## config.mk

```make
export PLATFORM = sky130hd
export DESIGN_NAME = pic_ctrl
export DESIGN_NICKNAME = d
export VERILOG_FILES = /design/src/hdl/pic_pkg.sv /design/src/hdl/pic_ctrl.sv /design/src/hdl/pic_ivec.sv /design/src/hdl/pic_prio_sel.sv
export SDC_FILE = /design/constraint.sdc
export NUM_CORES = 1
export LEC_CHECK = 0
export ABC_AREA = 1
export BUFFER_PORTS_ARGS = -buffer_cell sky130_fd_sc_hd__buf_4
export CORE_ASPECT_RATIO = 1.2
export CORE_MARGIN = 10
export CORE_UTILIZATION = 40
export DETAILED_ROUTE_END_ITERATION = 10
export HOLD_SLACK_MARGIN = 0.05
export MAX_ROUTING_LAYER = met4
export PLACE_DENSITY = 0.67
export SLEW_MARGIN = 40
export SYNTH_ARGS = -nofsm -noshare
export SYNTH_HDL_FRONTEND = slang
export SYNTH_SLANG_ARGS = --single-unit
```

## constraint.sdc

```tcl
create_clock -name clk_sys_in -period 6.55 [get_ports clk_sys_in]
set_input_delay 1.31 -clock clk_sys_in [delete_from_list [all_inputs] [get_ports clk_sys_in]]
set_output_delay 1.31 -clock clk_sys_in [all_outputs]
set_load 0.01 [all_outputs]
```

## src/hdl/pic_pkg.sv

```systemverilog
// Summary of operation
// - level reset returns each selected level to inactive, dropping any recorded request.
// - resetting a busy level does not abort the service work already running.
// - system reset resets and disarms all levels and clears device-held requests.
// - after listed instructions, no take or chain load until next instruction completes.
// - indirect vector acts only from the taken level's dedicated location.
// - indirect vector puts unit address in low six address bits and fetches there.
// - vectored count or transfer auto-clears the level; call-save needs return-release.
// - level reset takes its level mask from operand bits 16 to 23.
// - basic variant reset leaves controller requests pending; interrupts allowed at once.
// - full variant reset loops releasing and acknowledging requests, then clears states.
// - full variant reset leaves every selected level armed.
// - full variant reset clears all active levels and waiting of armed levels.
// - arm sets armed for each level with a one in the mask.
// - disarm clears armed for each level with a one in the mask.
// - interrupt control instructions leave the condition codes unchanged.
// - a disarmed level holds its request waiting until armed, then goes active; a full variant reset that selects it opens it while disarmed.
// - level 0 is highest; higher levels preempt lower busy ones, never the reverse.
// - each level is in exactly one of inactive, waiting, active or busy.
`default_nettype none
package pic_pkg;
  localparam int unsigned NUM_LEVELS = 8;
  localparam int unsigned LVL_W = 3;
  localparam int unsigned OPND_W = 24;
  localparam int unsigned MASK_LSB = 16;
  localparam int unsigned UNIT_W = 6;
  localparam int unsigned ADDR_W = 17;
  localparam int unsigned LOC_STRIDE = 2;
  localparam int unsigned CLK_PERIOD_NS = 25;
  localparam int unsigned SETTLE_NS = 100;
  localparam logic [2:0] SETTLE_CYC =
    3'((SETTLE_NS + CLK_PERIOD_NS - 1) / CLK_PERIOD_NS);
  localparam logic [1:0] INHIB_SPAN = 2'h2;
  localparam logic [7:0] ARMED_RST = 8'h00;

  typedef enum logic [3:0] {
    NO_OP, LEVEL_RESET_OP, LEVEL_ARM_OP, LEVEL_DISARM_OP, INDIRECT_VECTOR_OP,
    REMOTE_RUN_OP, CALL_SAVE_OP, BRANCH_LINK_OP, RETURN_RELEASE_OP,
    PLAIN_RETURN_OP, COUNT_INCREMENT_OP, IO_TRANSFER_OP, OTHER_OP
  } pic_op_e;

  typedef enum logic [1:0] {LVL_INACTIVE, LVL_WAITING, LVL_ACTIVE, LVL_BUSY} pic_lvl_e;

  typedef struct packed {
    pic_op_e op;
    logic [OPND_W-1:0] operand;
    logic [ADDR_W-1:0] operand_location;
    logic [ADDR_W-1:0] exec_loc;
  } pic_op_s;

  typedef struct packed {
    logic [NUM_LEVELS-1:0] armed;
    logic [NUM_LEVELS-1:0] waiting;
    logic [NUM_LEVELS-1:0] active;
    logic [NUM_LEVELS-1:0] busy;
  } pic_status_s;
endpackage
`default_nettype wire

```

## src/hdl/pic_ctrl.sv

```systemverilog
`timescale 1ns/100ps
`default_nettype none
module pic_ctrl (
  // clock and reset
  input wire logic clk_sys_in,
  input wire logic rst_b_in,
  // configuration and system reset
  input wire logic full_variant_in,
  input wire logic sys_reset_in,
  // microprogram side
  input wire logic op_valid_in,
  input wire pic_pkg::pic_op_s op_in,
  input wire logic instr_done_in,
  input wire logic interruptible_in,
  output logic op_busy_out,
  output logic cc_keep_out,
  // interrupt entry
  output logic take_out,
  output logic [pic_pkg::LVL_W-1:0] take_level_out,
  output logic [pic_pkg::ADDR_W-1:0] take_loc_out,
  output logic ivec_fetch_out,
  output logic [pic_pkg::ADDR_W-1:0] ivec_addr_out,
  // peripheral controllers
  input wire logic [pic_pkg::NUM_LEVELS-1:0] req_in,
  input wire logic [pic_pkg::UNIT_W-1:0] unit_addr_in,
  output logic [pic_pkg::NUM_LEVELS-1:0] ack_out,
  output logic dev_clear_out,
  // status
  output pic_pkg::pic_status_s status_out
);
  typedef enum logic [2:0] {RST_IDLE, RST_OPEN, RST_ACK, RST_SETTLE, RST_CLEAR} pic_rst_e;

  pic_rst_e rst_state;
  pic_rst_e next_rst_state;
  pic_pkg::pic_lvl_e lvl [pic_pkg::NUM_LEVELS];
  logic [pic_pkg::NUM_LEVELS-1:0] armed;
  logic [pic_pkg::NUM_LEVELS-1:0] sel;
  logic [pic_pkg::NUM_LEVELS-1:0] lvl_wait;
  logic [pic_pkg::NUM_LEVELS-1:0] lvl_act;
  logic [pic_pkg::NUM_LEVELS-1:0] lvl_busy;
  logic [pic_pkg::NUM_LEVELS-1:0] op_mask;
  logic [pic_pkg::NUM_LEVELS-1:0] reset_now;
  logic [pic_pkg::NUM_LEVELS-1:0] open_mask;
  logic [pic_pkg::NUM_LEVELS-1:0] loop_ack;
  logic [pic_pkg::NUM_LEVELS-1:0] take_hit;
  logic [pic_pkg::NUM_LEVELS-1:0] rel_hit;
  logic [2:0] settle_cnt;
  logic [1:0] inhib_cnt;
  logic inhibit;
  logic take_ok;
  logic take_fire;
  logic busy_any;
  logic [pic_pkg::LVL_W-1:0] take_lvl;
  logic [pic_pkg::LVL_W-1:0] busy_top;
  logic vec_ready;
  logic ivec_fire;
  logic release_now;
  logic op_reset;
  logic op_arm;
  logic op_disarm;
  logic op_ivec;
  logic op_inhib;

  assign op_mask = op_in.operand[pic_pkg::MASK_LSB +: pic_pkg::NUM_LEVELS];
  assign op_reset = op_valid_in && op_in.op == pic_pkg::LEVEL_RESET_OP;
  assign op_arm = op_valid_in && op_in.op == pic_pkg::LEVEL_ARM_OP;
  assign op_disarm = op_valid_in && op_in.op == pic_pkg::LEVEL_DISARM_OP;
  assign op_ivec = op_valid_in && op_in.op == pic_pkg::INDIRECT_VECTOR_OP;
  assign op_busy_out = rst_state != RST_IDLE;
  assign cc_keep_out = op_reset || op_arm || op_disarm || op_ivec;

  // full-variant level reset sequence
  always_comb begin
    next_rst_state = rst_state;
    unique case (rst_state)
      RST_IDLE: if (op_reset && full_variant_in) next_rst_state = RST_OPEN;
      RST_OPEN: next_rst_state = RST_ACK;
      RST_ACK: next_rst_state = RST_SETTLE;
      RST_SETTLE: begin
        // a controller that re-raises within the settle time forces another pass
        if (settle_cnt == pic_pkg::SETTLE_CYC) begin
          next_rst_state = |(sel & (lvl_wait | req_in)) ? RST_OPEN : RST_CLEAR;
        end
      end
      RST_CLEAR: next_rst_state = RST_IDLE;
    endcase
  end

  always_ff @(posedge clk_sys_in or negedge rst_b_in) begin
    if (!rst_b_in) begin
      rst_state <= RST_IDLE;
    end else if (sys_reset_in) begin
      rst_state <= RST_IDLE;
    end else begin
      rst_state <= next_rst_state;
    end
  end

  always_ff @(posedge clk_sys_in or negedge rst_b_in) begin
    if (!rst_b_in) begin
      sel <= '0;
    end else if (rst_state == RST_IDLE && op_reset) begin
      sel <= op_mask;
    end
  end

  always_ff @(posedge clk_sys_in or negedge rst_b_in) begin
    if (!rst_b_in) begin
      settle_cnt <= '0;
    end else if (rst_state == RST_SETTLE) begin
      settle_cnt <= settle_cnt + 3'h1;
    end else begin
      settle_cnt <= 3'h1;
    end
  end

  // which levels go inactive this cycle
  always_comb begin
    reset_now = '0;
    if (rst_state == RST_IDLE && op_reset && !full_variant_in) begin
      reset_now = op_mask;
    end
    if (rst_state == RST_CLEAR) begin
      reset_now = sel | lvl_act | (lvl_wait & armed);
    end
  end
  assign open_mask = (rst_state == RST_OPEN) ? (sel & lvl_wait) : '0;
  assign loop_ack = (rst_state == RST_ACK) ? (sel & lvl_act) : '0;

  // chain load and take both wait for the instruction after an inhibiting one
  assign op_inhib = op_valid_in && (op_in.op == pic_pkg::REMOTE_RUN_OP || op_ivec
    || op_in.op == pic_pkg::CALL_SAVE_OP || op_in.op == pic_pkg::BRANCH_LINK_OP
    || op_arm || (op_reset && full_variant_in));
  assign inhibit = inhib_cnt != 2'h0;

  always_ff @(posedge clk_sys_in or negedge rst_b_in) begin
    if (!rst_b_in) begin
      inhib_cnt <= '0;
    end else if (sys_reset_in) begin
      inhib_cnt <= '0;
    end else if (op_inhib && instr_done_in) begin
      // the op's own completion already counts as the first of the two
      inhib_cnt <= pic_pkg::INHIB_SPAN - 2'h1;
    end else if (op_inhib) begin
      inhib_cnt <= pic_pkg::INHIB_SPAN;
    end else if (instr_done_in && inhibit) begin
      inhib_cnt <= inhib_cnt - 2'h1;
    end
  end

  pic_prio_sel u_prio (
    .active_in(lvl_act),
    .busy_in(lvl_busy),
    .take_ok_out(take_ok),
    .take_lvl_out(take_lvl),
    .busy_any_out(busy_any),
    .busy_top_out(busy_top)
  );

  assign take_fire = interruptible_in && take_ok && !inhibit && rst_state == RST_IDLE;
  // level cleared by return-release or by a vectored count or transfer
  assign release_now = busy_any && op_valid_in && (op_in.op == pic_pkg::RETURN_RELEASE_OP
    || (vec_ready && (op_in.op == pic_pkg::COUNT_INCREMENT_OP
      || op_in.op == pic_pkg::IO_TRANSFER_OP)));
  assign ivec_fire = op_ivec && vec_ready
    && op_in.exec_loc == pic_pkg::ADDR_W'(take_level_out * pic_pkg::LOC_STRIDE);

  always_ff @(posedge clk_sys_in or negedge rst_b_in) begin
    if (!rst_b_in) begin
      vec_ready <= 1'b0;
    end else if (sys_reset_in) begin
      vec_ready <= 1'b0;
    end else if (take_fire) begin
      vec_ready <= 1'b1;
    end else if (op_valid_in && !ivec_fire) begin
      vec_ready <= 1'b0;
    end
  end

  // per-level state; a reset busy level loses its flag but its routine keeps running
  for (genvar i = 0; i < pic_pkg::NUM_LEVELS; i++) begin : g_lvl
    assign take_hit[i] = take_fire && take_lvl == 3'(i);
    assign rel_hit[i] = release_now && busy_top == 3'(i);
    assign lvl_wait[i] = lvl[i] == pic_pkg::LVL_WAITING;
    assign lvl_act[i] = lvl[i] == pic_pkg::LVL_ACTIVE;
    assign lvl_busy[i] = lvl[i] == pic_pkg::LVL_BUSY;
    always_ff @(posedge clk_sys_in or negedge rst_b_in) begin
      if (!rst_b_in) begin
        lvl[i] <= pic_pkg::LVL_INACTIVE;
      end else if (sys_reset_in) begin
        lvl[i] <= pic_pkg::LVL_INACTIVE;
      end else if (reset_now[i] || loop_ack[i]) begin
        lvl[i] <= pic_pkg::LVL_INACTIVE;
      end else if (take_hit[i]) begin
        lvl[i] <= pic_pkg::LVL_BUSY;
      end else if (rel_hit[i]) begin
        lvl[i] <= pic_pkg::LVL_INACTIVE;
      end else begin
        unique case (lvl[i])
          pic_pkg::LVL_INACTIVE: begin
            // a request that system reset is clearing is not recorded again
            if (req_in[i] && !dev_clear_out) begin
              lvl[i] <= pic_pkg::LVL_WAITING;
            end
          end
          pic_pkg::LVL_WAITING: begin
            if ((armed[i] && !inhibit) || open_mask[i]) begin
              lvl[i] <= pic_pkg::LVL_ACTIVE;
            end
          end
          pic_pkg::LVL_ACTIVE: lvl[i] <= pic_pkg::LVL_ACTIVE;
          pic_pkg::LVL_BUSY: lvl[i] <= pic_pkg::LVL_BUSY;
        endcase
      end
    end
  end

  always_ff @(posedge clk_sys_in or negedge rst_b_in) begin
    if (!rst_b_in) begin
      armed <= pic_pkg::ARMED_RST;
    end else if (sys_reset_in) begin
      armed <= pic_pkg::ARMED_RST;
    end else if (rst_state == RST_CLEAR) begin
      armed <= armed | sel;
    end else if (op_arm) begin
      armed <= armed | op_mask;
    end else if (op_disarm) begin
      armed <= armed & ~op_mask;
    end
  end

  always_ff @(posedge clk_sys_in or negedge rst_b_in) begin
    if (!rst_b_in) begin
      ack_out <= '0;
      dev_clear_out <= 1'b0;
    end else begin
      ack_out <= loop_ack | take_hit;
      dev_clear_out <= sys_reset_in;
    end
  end

  always_ff @(posedge clk_sys_in or negedge rst_b_in) begin
    if (!rst_b_in) begin
      take_out <= 1'b0;
      take_level_out <= '0;
      take_loc_out <= '0;
    end else begin
      take_out <= take_fire;
      if (take_fire) begin
        take_level_out <= take_lvl;
        take_loc_out <= pic_pkg::ADDR_W'(take_lvl * pic_pkg::LOC_STRIDE);
      end
    end
  end

  pic_ivec u_ivec (
    .clk_sys_in(clk_sys_in),
    .rst_b_in(rst_b_in),
    .capture_in(take_fire),
    .unit_addr_in(unit_addr_in),
    .fire_in(ivec_fire),
    .loc_in(op_in.operand_location),
    .fetch_out(ivec_fetch_out),
    .fetch_addr_out(ivec_addr_out)
  );

  assign status_out = '{armed: armed, waiting: lvl_wait, active: lvl_act, busy: lvl_busy};

  a_sys_reset_all: assert property (@(posedge clk_sys_in) disable iff (!rst_b_in)
    sys_reset_in |=> armed == '0 && lvl_wait == '0 && lvl_act == '0 && lvl_busy == '0
      && dev_clear_out)
    else $error("system reset left level state");
  a_basic_reset: assert property (@(posedge clk_sys_in) disable iff (!rst_b_in)
    op_reset && !full_variant_in && !sys_reset_in && rst_state == RST_IDLE
      |=> ((lvl_wait | lvl_act | lvl_busy) & $past(op_mask)) == '0)
    else $error("reset level not inactive");
  a_arm_mask: assert property (@(posedge clk_sys_in) disable iff (!rst_b_in)
    op_arm && !sys_reset_in && rst_state == RST_IDLE
      |=> (armed & $past(op_mask)) == $past(op_mask)
        && (armed & ~$past(op_mask)) == ($past(armed) & ~$past(op_mask)))
    else $error("arm mask misapplied");
  a_disarm_mask: assert property (@(posedge clk_sys_in) disable iff (!rst_b_in)
    op_disarm && !sys_reset_in && rst_state == RST_IDLE
      |=> (armed & $past(op_mask)) == '0
        && (armed & ~$past(op_mask)) == ($past(armed) & ~$past(op_mask)))
    else $error("disarm mask misapplied");
  a_inhibit_take: assert property (@(posedge clk_sys_in) disable iff (!rst_b_in)
    op_inhib && !sys_reset_in ##1 !instr_done_in |=> !take_out)
    else $error("interrupt taken while inhibited");
  a_prio_nest: assert property (@(posedge clk_sys_in) disable iff (!rst_b_in)
    take_fire |-> !(busy_any && take_lvl >= busy_top) && lvl_act[take_lvl])
    else $error("take does not outrank busy level");
  a_ivec_gate: assert property (@(posedge clk_sys_in) disable iff (!rst_b_in)
    op_ivec && !vec_ready |=> !ivec_fetch_out)
    else $error("indirect vector acted outside interrupt");
  a_full_rearm: assert property (@(posedge clk_sys_in) disable iff (!rst_b_in)
    rst_state == RST_CLEAR && !sys_reset_in |=> (armed & $past(sel)) == $past(sel)
      && lvl_act == '0)
    else $error("full reset left level disarmed or active");
  a_disarmed_hold: assert property (@(posedge clk_sys_in) disable iff (!rst_b_in)
    rst_state == RST_IDLE |=> (lvl_act & ~$past(lvl_act) & ~$past(armed)) == '0)
    else $error("disarmed level went active");
  a_cc_keep: assert property (@(posedge clk_sys_in) disable iff (!rst_b_in)
    op_arm || op_disarm || op_reset || op_ivec |-> cc_keep_out)
    else $error("condition codes not held");
  a_full_clear: assert property (@(posedge clk_sys_in) disable iff (!rst_b_in)
    rst_state == RST_CLEAR && !sys_reset_in
      |=> (lvl_wait & $past(lvl_wait) & $past(armed)) == '0)
    else $error("full reset left armed level waiting");

  c_full_loop: cover property (@(posedge clk_sys_in) disable iff (!rst_b_in)
    rst_state == RST_SETTLE ##1 rst_state == RST_OPEN);
  c_preempt: cover property (@(posedge clk_sys_in) disable iff (!rst_b_in)
    take_fire && busy_any);
  c_ivec: cover property (@(posedge clk_sys_in) disable iff (!rst_b_in) ivec_fire);
  c_basic_reset: cover property (@(posedge clk_sys_in) disable iff (!rst_b_in)
    op_reset && !full_variant_in);
  c_full_done: cover property (@(posedge clk_sys_in) disable iff (!rst_b_in)
    rst_state == RST_CLEAR);
endmodule
`default_nettype wire

```

## src/hdl/pic_ivec.sv

```systemverilog
`timescale 1ns/100ps
`default_nettype none
module pic_ivec (
  // clock and reset
  input wire logic clk_sys_in,
  input wire logic rst_b_in,
  // capture and fire
  input wire logic capture_in,
  input wire logic [pic_pkg::UNIT_W-1:0] unit_addr_in,
  input wire logic fire_in,
  input wire logic [pic_pkg::ADDR_W-1:0] loc_in,
  // fetch request
  output logic fetch_out,
  output logic [pic_pkg::ADDR_W-1:0] fetch_addr_out
);
  logic [pic_pkg::UNIT_W-1:0] unit;

  // unit address held from the take, the source may drop it once acknowledged
  always_ff @(posedge clk_sys_in or negedge rst_b_in) begin
    if (!rst_b_in) begin
      unit <= '0;
    end else if (capture_in) begin
      unit <= unit_addr_in;
    end
  end

  always_ff @(posedge clk_sys_in or negedge rst_b_in) begin
    if (!rst_b_in) begin
      fetch_out <= 1'b0;
      fetch_addr_out <= '0;
    end else begin
      fetch_out <= fire_in;
      if (fire_in) begin
        fetch_addr_out <= {loc_in[pic_pkg::ADDR_W-1:pic_pkg::UNIT_W], unit};
      end
    end
  end

  a_ivec_addr: assert property (@(posedge clk_sys_in) disable iff (!rst_b_in)
    fire_in |=> fetch_out && fetch_addr_out[pic_pkg::UNIT_W-1:0] == $past(unit)
      && fetch_addr_out[pic_pkg::ADDR_W-1:pic_pkg::UNIT_W]
        == $past(loc_in[pic_pkg::ADDR_W-1:pic_pkg::UNIT_W]))
    else $error("indirect fetch address wrong");
endmodule
`default_nettype wire

```

## src/hdl/pic_prio_sel.sv

```systemverilog
`timescale 1ns/100ps
`default_nettype none
module pic_prio_sel (
  // level vectors
  input wire logic [pic_pkg::NUM_LEVELS-1:0] active_in,
  input wire logic [pic_pkg::NUM_LEVELS-1:0] busy_in,
  // selection
  output logic take_ok_out,
  output logic [pic_pkg::LVL_W-1:0] take_lvl_out,
  output logic busy_any_out,
  output logic [pic_pkg::LVL_W-1:0] busy_top_out
);
  logic act_any;

  // scan from lowest priority so level 0 ends up winning
  always_comb begin
    act_any = 1'b0;
    take_lvl_out = '0;
    busy_any_out = 1'b0;
    busy_top_out = '0;
    for (int i = pic_pkg::NUM_LEVELS - 1; i >= 0; i--) begin
      if (active_in[i]) begin
        act_any = 1'b1;
        take_lvl_out = 3'(i);
      end
      if (busy_in[i]) begin
        busy_any_out = 1'b1;
        busy_top_out = 3'(i);
      end
    end
    take_ok_out = act_any && (!busy_any_out || take_lvl_out < busy_top_out);
  end
endmodule
`default_nettype wire

```

# Word level (Yosys, flattened, before mapping)
# Cells that the tools add are included.
op_classes:
  n_addsub: 2
  multipliers: 0
  n_div: 0
  magnitude_cmp: 1
  n_eq_ne: 72
  n_shift: 0
  muxes: 109
  n_bitwise: 12
  n_reduce_logical: 110
ops:
  columns: ["cell", "count"]
  rows:
  - ["2-bit 2-to-1 mux", 52]
  - ["8-bit 2-to-1 mux", 8]
  - ["2-bit case mux with 4 select lines", 8]
  - ["3-bit 2-to-1 mux", 21]
  - ["1-bit logical AND", 52]
  - ["6-bit by 2-bit != test with 1-bit output, second input constant", 8]
  - ["6-bit != test, second input constant", 8]
  - ["8-bit bitwise OR", 6]
  - ["8-bit bitwise AND", 5]
  - ["2-bit equality test, second input constant", 16]
  - ["3-bit equality test, second input constant", 10]
  - ["1-bit logical OR", 27]
  - ["1-bit 2-to-1 mux", 19]
  - ["3-bit by 2-bit equality test with 1-bit output, second input constant", 6]
  - ["2-bit AND reduction", 9]
  - ["17-bit by 4-bit equality test with 1-bit output", 1]
  - ["2-bit by 1-bit equality test with 1-bit output, second input constant", 8]
  - ["4-bit by 3-bit equality test with 1-bit output, second input constant", 4]
  - ["2-bit zero test", 8]
  - ["3-bit case mux with 5 select lines", 1]
  - ["4-bit equality test, second input constant", 3]
  - ["3-bit by 1-bit equality test with 1-bit output, second input constant", 3]
  - ["3-bit zero test", 3]
  - ["4-bit by 2-bit equality test with 1-bit output, second input constant", 2]
  - ["other kinds (11)", 18]
word_totals:
  ff_bits: 78
  latchBits: 0
  mem_bits_rw: 0
  rom_bits: 0
  wordCells: 327
  mem_count: 0

# Logic depth before layout (Yosys ltp)
depth:
  ltp_word: 19
  depth_mapped: 19
  mapped_depth_nobuf: 19

# Modules after synthesis
# Synthesis repeated with hierarchy kept, for this count alone.
hier_totals:
  hier_cells: 791
  hier_area_um2: 5450.2
modules_own_cells:
  columns: ["module", "n_inst", "cells_each", "area_each_um2", "seq_area_each_um2"]
  rows:
  - ["pic_ctrl", 1, 638, 4269.1, 1351.3]
  - ["pic_ivec", 1, 98, 927.1, 600.6]
  - ["pic_prio_sel", 1, 55, 254.0, 0.0]

# Worst setup path after synthesis
# OpenSTA, ideal clock, no wires.
synth_timing:
  path_kind: "input -> output"
  startpoint: "input op_in[58] (netlist bit)"
  endpoint: "output cc_keep_out"
  t_arrival_ns: 1.804
  required_time_ns: 5.240
  slack_ns: 3.436
  path_stages: 4
  n_path_buf: 0
  path_cell_list: "or2_1 -> inv_1 -> nand3_1 -> nand3_1"
synth_between:
  elab_chain_len: 5
  elab_cells_between_ends: 11
synth_rtl:
  columns: ["element", "line_no", "rtl"]
  rows:
  - ["from (decl)", "pic_ctrl.sv:12", "input wire pic_pkg::pic_op_s op_in,"]
  - ["4-bit by 1-bit equality test with 1-bit output or 4-bit by 2-bit equality test with 1-bit output (tied branches)", "pic_ctrl.sv:65, pic_ctrl.sv:66", null]
  - ["1-bit logical AND (on tied branches)", "pic_ctrl.sv:65, pic_ctrl.sv:66", null]
  - ["1-bit logical OR (2 in series)", "pic_ctrl.sv:70", "assign cc_keep_out = op_reset || op_arm || op_disarm || op_ivec;"]
  - ["1-bit logical OR (*)", "pic_ctrl.sv:70", null]
  - ["to (decl)", "pic_ctrl.sv:16", "output logic cc_keep_out,"]
# Every way passes the cells marked *; elsewhere a longest branch is shown, timed or not.

# Worst setup path in the final report
# Same ends and word-level chain as after synthesis.

==> summary.md <==
| Metric | Value |
|---|---|
| First-pass GRT wire length | `25330 um` |
| Synth area leader | `dfrtp_1` |
| Fin crit period | `between 3 and 4 ns` |
| Yosys warns | `0` |
| Core area | `0.01272 mm2` |
| Reg2Reg Depth | `19` |
| Tcrit/Tclk final | `between 50% and 60%` |
| Ys async rst share | `100.0%` |
| Cell Area, Placed | `around 0.0063 mm2` |
| Root Buffer Master | `clkbuf_16` |
| FILL cells | `1270` |
| Initial Util | `41.18%` |
| Total number of vias | `approximately 5100` |
| Worst-Skew Late Latency | `0.34 ns` |
| Setup Buffers After CTS | `0` |
| Gp weighted congestion | `0.9315` |
| Setup slack, reg-to-reg | `3.67 ns` |
| Worst IR Drop VDD | `0.1625 mV` |
| Slew margin rel. | `approximately 60%` |
| Reg-to-reg critical path endpoint | `lvl[4]$_DFFE_PN0P_` |
| Status | `finished, final reports clean` |
| LEAKAGE | `~0.0038 uW` |
| Worst endpoint required time | `approximately 5.2 ns` |
| Clock slew at reported path FFs | `0.06 ns` |
| H-tree levels | `3` |
| Vias in the first global route | `4955` |
| DIE AREA | `0.01810 mm2` |
| Layout cell share with drive strength beyond 1 | `between 10% and 20%` |
| Worst Hold Path Cells | `1` |
| Slew @ Worst Pin | `0.5956 ns` |
| DP Wirelength | `between 10000 and 15000 um` |
| Initial antenna violation count | `0` |
| Row Count | `45` |
| Synth Register Bits | `78` |
| Port buffer count | `128` |
| Storage cell area | `0.001952 mm2` |
| # setup viols final | `0` |
| WP data arrival | `2.11 ns` |
| Slowest CP cell | `or2_1` |
| Sum of negative setup slack | `0 ns` |
| Fmax | `approximately 290 MHz` |
| Crit path cell chain | `buf_4, or2_1, inv_1, nand3_1, nand3_1, buf_4` |
| Hold Path End | `settle_cnt[0]$_DFF_PN0_` |
| Max-cap violations | `0` |
| Startpoint Class | `primary input` |
| Crit. End Element | `primary output` |
| Worst Hold Class | `reg2reg` |
| Hold Path Origin | `settle_cnt[0]$_DFF_PN0_` |
| Hold buffer count at CTS | `0` |
| Post-route cell area | `0.006614 mm2` |
| DRT Pass-1 Iters | `5` |
| Post-Route WL | `15580 um` |
| RSZ-0062 raised after global routing | `false` |
| Overall power | `2420 uW` |
| Top FF cell, synth | `dfrtp_1` |
| Post-synth EDFFs | `0` |
| Reg-to-reg critical path startpoint | `lvl[0]$_DFFE_PN0P_` |
| Initial DRC Count | `about 380` |
| Area growth syn-to-layout | `26.22%` |
| Final Skew | `between 0.007 and 0.008 ns` |
| Routed vias/inst | `between 4 and 5` |
| Mapped Area | `0.005240 mm2` |
| # IOs | `165` |
| Clk sinks | `just under 80` |
| Antenna viol nets, final | `0` |
| Total Routing Usage GR | `17.35%` |
| Post_cts resized | `0` |
| Die W | `124.5 um` |
| Power Density | `between 300 and 400 mW/mm2` |
| Crit path kind | `in2out` |
| Maximum net fanout on the critical path | `4` |
| Register area share after synthesis | `37.25%` |
| Clock buffer depth | `2` |
| Syn avg cell area | `7.005 um2` |
| # DRC | `0` |
| Max stage delay on crit path | `about 0.23 ns` |
| Largest net degree at the start of global routing | `42` |
| Die height | `approximately 150 um` |
| Multi-input logic area | `0.002680 mm2` |
| Synth top area cells | `dfrtp_1 (37%), nand2_1 (18%), ha_1 (9.3%)` |
| Final worst setup slack | `3.132 ns` |
| Fin nets | `997` |
| Drt wl/cell | `14.93 um` |
| Cells after Synth | `748` |
| Yosys cell types | `38` |
| Post-synth top area share | `37.25%` |
| Pre-CTS WS | `3.126 ns` |
| CTS buffer count | `9` |
| Global route overflow | `0` |
| Antenna Cells | `0` |
| CTS tree | `built` |
| Final hold violation count | `0` |
| Final Slew Violations | `0` |
-- worst max-delay path, delay by kind of cell --
kind,cells,cell delay [ns]
and+or+nand+nor,3,0.49
buffers and inverters,3,0.30
-- sequential cells by signal, indices dropped and copies added (netlist names) --
name / cells
ack_out: 8
armed: 8
dev_clear_out: 1
inhib_cnt: 2
lvl: 16
rst_state: 3
sel: 8
settle_cnt: 3
take_level_out: 3
take_out: 1
u_ivec.fetch_addr_out: 17
u_ivec.fetch_out: 1
u_ivec.unit: 6
vec_ready: 1
-- placed cells by master (no fill, tap or decap), drive strengths merged, types with 14 or more instances in the layout --
| cell | count |
|---|---|
| nand2 | 256 |
| nand3 | 47 |
| conb | 14 |
| dfrtp | 78 |
| nor2 | 49 |
| a21oi | 25 |
| nor3 | 20 |
| inv | 130 |
| ha | 39 |
| buf | 129 |
| o21ai | 40 |
-- metrics by stage --
stage          cells  hold slack (ns)  utilization [%]
4_1_cts         1044           0.4687            51.93
6_report        1044           0.4655            51.98
5_1_grt         1044           0.4849            51.98
2_1_floorplan    761           0.4369                -
3_3_place_gp    1028           0.4509            49.41
3_5_place_dp    1028           0.4557            49.41
-- Yosys cell counts, types with 2 or more instances --
master,number
a31o_2,4
nand4_1,8
nor2_2,5
o21ai_1,6
nor3_1,17
inv_1,124
and2_1,2
nand2_2,7
o21ai_0,34
inv_2,6
dfrtp_1,78
clkbuf_1,5
a31oi_1,6
a21oi_1,25
buf_4,18
nor2_1,43
o22ai_1,4
ha_1,39
nor4_1,3
nand2_1,249
buf_2,2
nor3_2,2
nand3_1,46
-- metal layers --
layer	share of wire [%]	vias up	track usage, %
met4	1.7	0	5.309
li1	-	2564	-
met5	0	-	-
met3	6.2	23	3.020
met1	45	2315	21.09
met2	48	190	28.68
-- report_power, final --
part / switching (uW) / leakage (uW) / internal [uW]
Combinational: 746 / 0.00266 / 455
Sequential: 98.0 / 0.00103 / 592
Clock: 202 / 0.000151 / 327
-- final cells by class --
class / instances / area share (%)
Clock buffer: 12 / 4.030
Clock inverter: 4 / 0.8135
Inverter: 130 / 7.378
Multi-Input combinational cell: 527 / 40.52
Sequential cell: 78 / 29.51
Tap cell: 164 / 3.103
Timing Repair Buffer: 129 / 14.64
-- logic make-up after synthesis --
logic type	Yosys count	synth area share, %
XOR/XNOR	2	0.3343
buffers and inverters	156	12.66
AND/OR/NAND/NOR	389	31.69
other	1	0.07156
AO/OA/AOI/OAI	83	8.692
adder cells (fa/ha/maj)	39	9.312
flip-flops	78	37.25
-- worst max-delay path by stage --
stage | slack [ns] | end | startpoint | depth (start not counted)
5_1_grt | 3.06 | cc_keep_out | op_in[58] | 6
3_5_place_dp | 3.13 | cc_keep_out | op_in[58] | 6
3_3_place_gp | 3.12 | cc_keep_out | op_in[58] | 6
4_1_cts | 3.13 | cc_keep_out | op_in[58] | 6
2_1_floorplan | 3.44 | cc_keep_out | op_in[58] | 4
6_report | 3.13 | cc_keep_out | op_in[58] | 6
(Power assumes the default switching activity.)
